File: src/pkg/sbgt_pkg.sv
/*
 Constants of the sixteen-bit gated timer core: register offsets, field positions,
 reset values and timing counts.
 Assumes a single 250 MHz clock and an APB master with 32-bit data.
*/
// Function
// - Sixteen-bit up-counter as high and low bytes; byte writes load it directly.
// - Timer-on clear means off; gate enable makes counting follow the gate.
// - Clock select with crystal enable picks system, instruction, sensing, pin or crystal.
// - System clock source advances four counts per instruction cycle.
// - External source counts its rising edges, synchronised or not.
// - Counter mode needs a falling edge before the first counted rising edge.
// - Prescaler divides by 1, 2, 4 or 8 and is hidden from software.
// - Any count byte write clears the hidden prescaler.
// - Crystal enable starts the crystal oscillator, which keeps running in sleep.
// - Sync disable leaves the external clock unsynchronised.
// - Asynchronous external counting continues in sleep; overflow can wake.
// - Switching sync mode may drop or add one increment.
// - Rollover from FFFFh to 0000h sets the overflow flag, cleared by software.
// - Gated counting advances only while the gate matches the polarity.
package sbgt_pkg;
   // ------------------------------------------------------------
   // Register offsets
   // ------------------------------------------------------------
   localparam logic [7:0] OFS_LOW = 8'h00;
   localparam logic [7:0] OFS_HIGH = 8'h04;
   localparam logic [7:0] OFS_CTRL = 8'h08;
   localparam logic [7:0] OFS_GATE = 8'h0C;
   localparam logic [7:0] OFS_STAT = 8'h10;
   localparam logic [7:0] OFS_CLR = 8'h14;
   localparam logic [7:0] OFS_IEN = 8'h18;
   // ------------------------------------------------------------
   // Control and gate field positions and reset values
   // ------------------------------------------------------------
   localparam int CTRL_ON = 0;
   localparam int CTRL_SYNCDIS = 2;
   localparam int CTRL_OSCEN = 3;
   localparam int CTRL_PS_LO = 4;
   localparam int CTRL_CS_LO = 6;
   localparam int GATE_POL = 6;
   localparam int GATE_EN = 7;
   localparam logic [7:0] CTRL_RESET = 8'h00;
   localparam logic [7:0] GATE_RESET = 8'h00;
   // ------------------------------------------------------------
   // Clock select codes, timing and status bit position
   // ------------------------------------------------------------
   localparam logic [1:0] CS_INSTR = 2'h0;
   localparam logic [1:0] CS_SYS = 2'h1;
   localparam logic [1:0] CS_EXT = 2'h2;
   localparam logic [1:0] CS_SENSE = 2'h3;
   localparam int INSTR_DIV = 4;
   localparam logic [1:0] INSTR_LAST = 2'(INSTR_DIV - 1);
   localparam int STAT_OVF = 0;
endpackage

File: src/pkg/sbgt_tick_if.sv
/*
 Carries the clock-source tick from the source selector to the counter.
 Assumes both ends run on pclk.
*/
interface sbgt_tick_if;
   logic tick;
   logic src_ext;
   modport src (output tick, output src_ext);
   modport dst (input tick, input src_ext);
endinterface

File: src/rtl/sbgt_source.sv
/*
 Clock source selection and external edge detection for the timer core.
 Assumes external inputs are synchronous to pclk, as a free-running clock sample.
*/
module sbgt_source (
   // Clock and reset
   input wire logic pclk,
   input wire logic presetn,
   // Configuration
   input wire logic [1:0] clock_select,
   input wire logic crystal_osc_enable,
   input wire logic sync_disable,
   input wire logic arm_clear,
   // Sources
   input wire logic external_count_pin,
   input wire logic sense_osc,
   input wire logic crystal_clk,
   // Tick out
   sbgt_tick_if.src tick_o
);
   logic [1:0] phase_r;
   logic s1_r, s2_r, prev_r, armed_r;
   logic ext_raw, ext_lvl, ext_rise, ext_fall, is_ext;

   // ------------------------------------------------------------
   // Selection
   // ------------------------------------------------------------
   assign is_ext = clock_select[1];
   assign ext_raw = (clock_select == sbgt_pkg::CS_SENSE) ? sense_osc :
                    crystal_osc_enable ? crystal_clk : external_count_pin;
   // Asynchronous mode bypasses the two-stage synchroniser; a mode switch may
   // therefore drop or add one edge.
   assign ext_lvl = sync_disable ? ext_raw : s2_r;
   assign ext_rise = ext_lvl & ~prev_r & armed_r;
   assign ext_fall = ~ext_lvl & prev_r;

   always_ff @(posedge pclk or negedge presetn) begin
      if (!presetn) begin
         phase_r <= 2'h0;
         s1_r <= 1'b0;
         s2_r <= 1'b0;
         prev_r <= 1'b0;
         armed_r <= 1'b0;
      end else begin
         phase_r <= phase_r + 2'h1;
         s1_r <= ext_raw;
         s2_r <= s1_r;
         prev_r <= ext_lvl;
         // A falling edge must be seen before the first counted rise.
         if (arm_clear) begin
            armed_r <= 1'b0;
         end else if (ext_fall) begin
            armed_r <= 1'b1;
         end
      end
   end

   always_comb begin
      tick_o.src_ext = is_ext;
      case (clock_select)
         sbgt_pkg::CS_SYS: tick_o.tick = 1'b1;
         sbgt_pkg::CS_INSTR: tick_o.tick = (phase_r == sbgt_pkg::INSTR_LAST);
         default: tick_o.tick = ext_rise;
      endcase
   end

   armed_after_fall_a: assert property (@(posedge pclk) disable iff (!presetn)
      $fell(armed_r) |-> $past(arm_clear))
      else $error("Arm dropped without cause.");
   instr_rate_a: assert property (@(posedge pclk) disable iff (!presetn)
      (clock_select == sbgt_pkg::CS_INSTR && tick_o.tick) |=> !tick_o.tick[*3])
      else $error("Instruction clock ticks too fast.");
endmodule

File: src/rtl/sbgt_core.sv
/*
 Sixteen-bit gated timer core with APB registers, prescaler and overflow interrupt.
 Assumes an APB master on pclk and external sources sampled on pclk.
*/
// Our own choices: the APB interface to the registers and the address map.
module sbgt_core (
   // APB
   input wire logic pclk,
   input wire logic presetn,
   input wire logic psel,
   input wire logic penable,
   input wire logic pwrite,
   input wire logic [7:0] paddr,
   input wire logic [31:0] pwdata,
   output logic [31:0] prdata,
   output logic pready,
   output logic pslverr,
   // Sources and gate
   input wire logic external_count_pin,
   input wire logic sense_osc,
   input wire logic crystal_clk,
   input wire logic gate_in,
   input wire logic sleep,
   // Outputs
   output logic crystal_run,
   output logic overflow_pulse,
   output logic irq
);
   sbgt_tick_if tk ();

   logic [15:0] count_r, count_nxt;
   logic [7:0] ctrl_r, gate_r;
   logic [2:0] pre_r;
   logic stat_r, ien_r;
   logic [31:0] rdata_nxt;
   logic wr_en, rd_en, wr_low, wr_high, wr_ctrl, wr_gate, wr_clr, wr_ien;
   logic timer_on, gate_enable, gate_polarity, gate_ok, run, tick_pre;
   logic [1:0] prescale_select;
   logic [2:0] pre_mask;
   logic incr, ovf, sleep_hold, hit_map, arm_clear, on_prev_r;

   // ------------------------------------------------------------
   // Bus decode
   // ------------------------------------------------------------
   assign wr_en = psel & penable & pwrite;
   assign rd_en = psel & ~penable & ~pwrite;
   assign wr_low = wr_en & (paddr == sbgt_pkg::OFS_LOW);
   assign wr_high = wr_en & (paddr == sbgt_pkg::OFS_HIGH);
   assign wr_ctrl = wr_en & (paddr == sbgt_pkg::OFS_CTRL);
   assign wr_gate = wr_en & (paddr == sbgt_pkg::OFS_GATE);
   assign wr_clr = wr_en & (paddr == sbgt_pkg::OFS_CLR);
   assign wr_ien = wr_en & (paddr == sbgt_pkg::OFS_IEN);
   assign hit_map = (paddr <= sbgt_pkg::OFS_IEN) & (paddr[1:0] == 2'h0);

   // ------------------------------------------------------------
   // Control fields
   // ------------------------------------------------------------
   assign timer_on = ctrl_r[sbgt_pkg::CTRL_ON];
   assign prescale_select = ctrl_r[sbgt_pkg::CTRL_PS_LO +: 2];
   assign gate_enable = gate_r[sbgt_pkg::GATE_EN];
   assign gate_polarity = gate_r[sbgt_pkg::GATE_POL];
   assign gate_ok = ~gate_enable | (gate_in == gate_polarity);
   assign run = timer_on & gate_ok;
   // Only asynchronous external counting survives sleep.
   assign sleep_hold = sleep & ~(tk.src_ext & ctrl_r[sbgt_pkg::CTRL_SYNCDIS]);
   assign arm_clear = wr_low | wr_high | ~timer_on | (timer_on & ~on_prev_r);

   sbgt_source u_src (
      .pclk(pclk),
      .presetn(presetn),
      .clock_select(ctrl_r[sbgt_pkg::CTRL_CS_LO +: 2]),
      .crystal_osc_enable(ctrl_r[sbgt_pkg::CTRL_OSCEN]),
      .sync_disable(ctrl_r[sbgt_pkg::CTRL_SYNCDIS]),
      .arm_clear(arm_clear),
      .external_count_pin(external_count_pin),
      .sense_osc(sense_osc),
      .crystal_clk(crystal_clk),
      .tick_o(tk)
   );

   // ------------------------------------------------------------
   // Prescaler and counter
   // ------------------------------------------------------------
   assign pre_mask = 3'((4'h1 << prescale_select) - 4'h1);
   assign tick_pre = tk.tick & run & ~sleep_hold;
   assign incr = tick_pre & ((pre_r & pre_mask) == pre_mask);
   assign ovf = incr & (count_r == 16'hFFFF);
   assign count_nxt = wr_low ? {count_r[15:8], pwdata[7:0]} :
                      wr_high ? {pwdata[7:0], count_r[7:0]} :
                      incr ? count_r + 16'h0001 : count_r;

   always_ff @(posedge pclk or negedge presetn) begin
      if (!presetn) begin
         count_r <= 16'h0000;
         pre_r <= 3'h0;
         on_prev_r <= 1'b0;
      end else begin
         count_r <= count_nxt;
         on_prev_r <= timer_on;
         if (wr_low | wr_high) begin
            pre_r <= 3'h0;
         end else if (incr) begin
            pre_r <= 3'h0;
         end else if (tick_pre) begin
            pre_r <= pre_r + 3'h1;
         end
      end
   end

   // ------------------------------------------------------------
   // Registers and interrupt
   // ------------------------------------------------------------
   always_comb begin
      case (paddr)
         sbgt_pkg::OFS_LOW: rdata_nxt = {24'h000000, count_r[7:0]};
         sbgt_pkg::OFS_HIGH: rdata_nxt = {24'h000000, count_r[15:8]};
         sbgt_pkg::OFS_CTRL: rdata_nxt = {24'h000000, ctrl_r};
         sbgt_pkg::OFS_GATE: rdata_nxt = {24'h000000, gate_r};
         sbgt_pkg::OFS_STAT: rdata_nxt = {31'h00000000, stat_r};
         sbgt_pkg::OFS_IEN: rdata_nxt = {31'h00000000, ien_r};
         default: rdata_nxt = 32'h00000000;
      endcase
   end

   always_ff @(posedge pclk or negedge presetn) begin
      if (!presetn) begin
         ctrl_r <= sbgt_pkg::CTRL_RESET;
         gate_r <= sbgt_pkg::GATE_RESET;
         stat_r <= 1'b0;
         ien_r <= 1'b0;
         prdata <= 32'h00000000;
         pready <= 1'b0;
         pslverr <= 1'b0;
         crystal_run <= 1'b0;
         overflow_pulse <= 1'b0;
         irq <= 1'b0;
      end else begin
         if (wr_ctrl) ctrl_r <= pwdata[7:0];
         if (wr_gate) gate_r <= pwdata[7:0];
         if (wr_ien) ien_r <= pwdata[sbgt_pkg::STAT_OVF];
         // A rollover in the clearing cycle keeps the flag set.
         stat_r <= ovf | (stat_r & ~(wr_clr & pwdata[sbgt_pkg::STAT_OVF]));
         if (rd_en) prdata <= rdata_nxt;
         pready <= psel & ~penable;
         pslverr <= psel & ~penable & ~hit_map;
         crystal_run <= ctrl_r[sbgt_pkg::CTRL_OSCEN];
         overflow_pulse <= ovf;
         irq <= (ovf | stat_r) & ien_r;
      end
   end

   write_loads_count_a: assert property (@(posedge pclk) disable iff (!presetn)
      wr_low |=> count_r[7:0] == $past(pwdata[7:0]))
      else $error("Low byte write not loaded.");
   off_holds_count_a: assert property (@(posedge pclk) disable iff (!presetn)
      (!timer_on && !wr_low && !wr_high) |=> $stable(count_r))
      else $error("Counter moved while off.");
   gate_holds_count_a: assert property (@(posedge pclk) disable iff (!presetn)
      (gate_enable && gate_in != gate_polarity && !wr_low && !wr_high)
      |=> $stable(count_r))
      else $error("Counter moved with gate closed.");
   sys_clock_rate_a: assert property (@(posedge pclk) disable iff (!presetn)
      (ctrl_r[sbgt_pkg::CTRL_CS_LO +: 2] == sbgt_pkg::CS_SYS && prescale_select == 2'h0
       && timer_on && !gate_enable
       && !sleep && $stable(ctrl_r) && !wr_low && !wr_high)
      |=> count_r == $past(count_r) + 16'h0001)
      else $error("System clock count rate wrong.");
   prescale_clear_a: assert property (@(posedge pclk) disable iff (!presetn)
      (wr_low || wr_high) |=> pre_r == 3'h0)
      else $error("Prescaler not cleared by write.");
   overflow_flag_a: assert property (@(posedge pclk) disable iff (!presetn)
      (ovf && !wr_low && !wr_high) |=> stat_r && count_r == 16'h0000)
      else $error("Overflow flag not set.");
   flag_sticky_a: assert property (@(posedge pclk) disable iff (!presetn)
      (stat_r && !wr_clr) |=> stat_r)
      else $error("Overflow flag lost without clear.");
   prescale_div_a: assert property (@(posedge pclk) disable iff (!presetn)
      (incr && prescale_select == 2'h3) |=> (!incr || prescale_select != 2'h3)[*7])
      else $error("Increment before prescale terminal.");
   sleep_async_a: assert property (@(posedge pclk) disable iff (!presetn)
      (sleep_hold && !wr_low && !wr_high) |=> $stable(count_r))
      else $error("Synchronous counting during sleep.");
endmodule

File: config.mk
export PLATFORM = sky130hd
export DESIGN_NAME = sbgt_core
export DESIGN_NICKNAME = d
export VERILOG_FILES = /design/src/pkg/sbgt_pkg.sv /design/src/pkg/sbgt_tick_if.sv /design/src/rtl/sbgt_source.sv /design/src/rtl/sbgt_core.sv
export SDC_FILE = /design/constraint.sdc
export NUM_CORES = 1
export LEC_CHECK = 0
export BUFFER_PORTS_ARGS = -buffer_cell sky130_fd_sc_hd__buf_2
export CORE_ASPECT_RATIO = 0.8
export CORE_MARGIN = 2
export CORE_UTILIZATION = 52
export CTS_CLUSTER_DIAMETER = 50
export CTS_CLUSTER_SIZE = 30
export DETAILED_ROUTE_END_ITERATION = 7
export GPL_TIMING_DRIVEN = 0
export PLACE_DENSITY = 0.79
export SLEW_MARGIN = 25
export SYNTH_ARGS = -nofsm -noshare
export SYNTH_HDL_FRONTEND = slang
export SYNTH_SLANG_ARGS = --single-unit
File: constraint.sdc
create_clock -name pclk -period 2.6 [get_ports pclk]
set_input_delay 0.13 -clock pclk [delete_from_list [all_inputs] [get_ports pclk]]
set_output_delay 0.13 -clock pclk [all_outputs]
set_load 0.02 [all_outputs]
==> flow_summary.toml <==
[sta]
max_freq_mhz = 406.5
setup_viol = 0
rsz0062_at_grt = "no"
period_needed_ns = 2.460
tns_ns = 0
drv_slew = 0
holdWs_ns = 0.02897
period_share = 0.9463
tightest_slew_ns = 0.7210
hold_violations = 0
relSlewSlack = 0.5193
fin_skew_ns = 0.006909
setup_slack_ns = 0.1397

[route]
drt-total-wl_um = 7046
drt_iter0_drc = 242
drc = 0
firstDrtPassIters = 5
drtAntennaViolNets = 0
avgViaCountPerCell = 5.349
post_drt_wl_per_cell_um = 15.38
via_count = 2450

[global_route]
gr-total-overflow = 0
grt_usage = 0.2344
grt_pass1_wl_um = 11470
grt_max_degree = 58
grt_antenna_before_repair = 0
first_global_vias = 2229

[clock_network]
cts_buffer_depth = 2
cts_resized = 0
cts_sinks = 57
clk_pin_slew_ns = 0.06
htree_levels = 3
cts_buffers = 9
post_cts_buffers = 0
root_buffer = "clkbuf_8"
clkLatencyLatePin_ns = 0.35
cts_tree = "done"
ctsHoldBuffers = 2

[cells_and_area]
nets = 425
drive_gt1_frac = 0.2891
fill_cells = 500
syn_to_final_growth_pct = 17.68
final_cell_area_um2 = 3665
regArea_um2 = 1426
n_antenna_cell = 0
multiInputGateArea_um2 = 1480

[critical_path]
cp_top_family = "compound AO/OA/AOI/OAI gates"
critPathLaunchType = "flip-flop"
rr_worst_depth = 7
cp_slowest_cell = "a311o_2"
critPathRequiredTime_ns = 2.84
path_buf_inv = 1
crit_type = "reg -> reg"
slowest_delay_ns = 0.45
critPathArrivalTime_ns = 2.70
r2r_slack_ns = 0.14
end_kind = "flip-flop"
worstPathCellList = "mux2_1 -> a311o_2 -> o2111ai_4 -> or2_1 -> buf_6 -> a21boi_0 -> o221a_2"
cp_max_fo = 10
path_depth = 7

[die]
die_area_um2 = 6628
start_util = 0.5324
fp.dieH_um = 73.22
die_w_um = 90.52
row_count = 25
coreArea_um2 = 5849
io_pins = 87

[yosys]
netlist-cell-type-count = 51
synth_area_per_cell_um2 = 10.42
yosysSeqAreaShare = 0.4580
synth_edf_count = 0
synthXorXnorAreaFrac = 0.02531
synth_top_family_by_area = "simple AND/OR/NAND/NOR gates"
async_reset_ff_frac = 1.000
synthAdderAreaFrac = 0.01205
ys.flop_type = "dfrtp_1"
synth-simple-area-share = 0.1583
netlist_area_um2 = 3114
yosys_warnings = 0
synth_compound_area_frac = 0.1177
synthCells = 299
synth_seq_cells = 57
muxShareOfSynthArea = 0.1330

[placement]
post-place-ws_ns = 0.2039
postPlaceCellArea_um2 = 3490
gp_congestion = 0.9012
hpwl_um = 4999
io_buffers = 37

[power_and_ir_drop]
ir_drop_uv = 330.3
powerDensity_nw_per_um2 = 487.4
power.leakage_nw = 1.733

[outcome]
outcome = "finished, final reports clean"

[hold_path]
holdPathStages = 2
hp-class = "in -> reg"

[job]
cap_violations = 0
-- metal layers --
layer | wire length, um | up-vias | GRT usage
li1 | - | 1179 | -
met1 | 3130 | 1143 | 0.3270
met2 | 3121 | 114 | 0.3425
met3 | 673 | 14 | 0.08161
met4 | 120 | 0 | 0.08547
met5 | 0 | - | 0
-- kinds of logic after synthesis --
family,Yosys count
buf+inv,52
other cells,1
fa+ha+maj,3
mux,29
simple gates,96
xor+xnor,9
compound gates,52
flops,57
-- Yosys cell counts, types with 3 or more instances --
cell type | n | area share
o31ai_1 | 4 | 0.0096
nor4_1 | 10 | 0.020
xnor2_1 | 8 | 0.022
nor2b_1 | 3 | 0.0060
nand2_1 | 24 | 0.029
inv_1 | 17 | 0.020
buf_4 | 24 | 0.058
mux4_2 | 8 | 0.058
a21o_1 | 3 | 0.0072
dfrtp_1 | 57 | 0.46
o21a_1 | 3 | 0.0072
nand3_1 | 10 | 0.016
nor2_1 | 21 | 0.025
or4_1 | 3 | 0.0072
o21ai_0 | 10 | 0.016
or3_1 | 4 | 0.0080
ha_1 | 3 | 0.012
clkbuf_1 | 9 | 0.011
a21oi_1 | 15 | 0.024
nand4_1 | 4 | 0.0080
mux2_2 | 18 | 0.065
nor3_1 | 4 | 0.0064
-- cells in the final DEF, fill, tap and decap left out, types with 9 or more instances in the layout --
cell      netlist  final
nand2_1        24     24
nor2_1         21     21
clkbuf_8        0      9
dfrtp_1        57     57
a21oi_1        15     15
inv_1          17     17
buf_2           1     37
o21ai_0        10     10
nor4_1         10     10
buf_4          24     25
clkbuf_1        9     12
nand3_1        10     10
conb_1          1     24
mux2_2         18     18
-- power breakdown --
| group | switching, mW | internal [mW] | total (mW) | leakage [nW] |
|---|---|---|---|---|
| Clock | 0.343 | 0.339 | 0.682 | 0.0839 |
| Combinational | 0.105 | 0.0750 | 0.180 | 0.869 |
| Sequential | 0.0185 | 0.906 | 0.925 | 0.780 |
| Total | 0.466 | 1.32 | 1.79 | 1.73 |
-- cell type report --
| type | instances | area share |
|---|---|---|
| inverters | 17 | 0.01741 |
| clock buffers | 12 | 0.03687 |
| clock inverters | 4 | 0.005463 |
| repair buffers | 39 | 0.05667 |
| flip-flops and latches | 57 | 0.3892 |
| plain buffers | 35 | 0.06282 |
| well taps | 81 | 0.02765 |
| multi-input cells | 213 | 0.4039 |
-- flip-flops by register name, summed over array words and instances (netlist names), 2 cells and up --
signal / flops
prdata: 8
u_src.phase_r: 2
gate_r: 8
ctrl_r: 8
count_r: 16
pre_r: 3
-- metrics by stage --
stage / util / total power [mW] / std cells
2_1_floorplan: - / 1.051 / 322
3_3_place_gp: 0.5962 / 1.112 / 440
3_5_place_dp: 0.5966 / 1.117 / 440
4_1_cts: 0.6265 / 1.800 / 458
5_1_grt: 0.6265 / 1.861 / 458
6_report: 0.6265 / 1.786 / 458
-- worst register-to-register path, stage by stage (launching register included) --
cell and delay [ns]:
dfrtp_1 0.41, mux2_1 0.36, a311o_2 0.45, o2111ai_4 0.38, or2_1 0.18, buf_6 0.13
a21boi_0 0.15, o221a_2 0.28
-- path summary, 6_finish.rpt --
check	startpoint	end
max	ctrl_r[3]	count_r[0]
min	sense_osc	u_src.s1_r
max reg2reg	ctrl_r[3]	count_r[0]
min reg2reg	u_src.s1_r	u_src.s2_r
max in group asynchronous	presetn	ctrl_r[3]
min in group asynchronous	presetn	ien_r
Power figures use the tool's default switching activity.
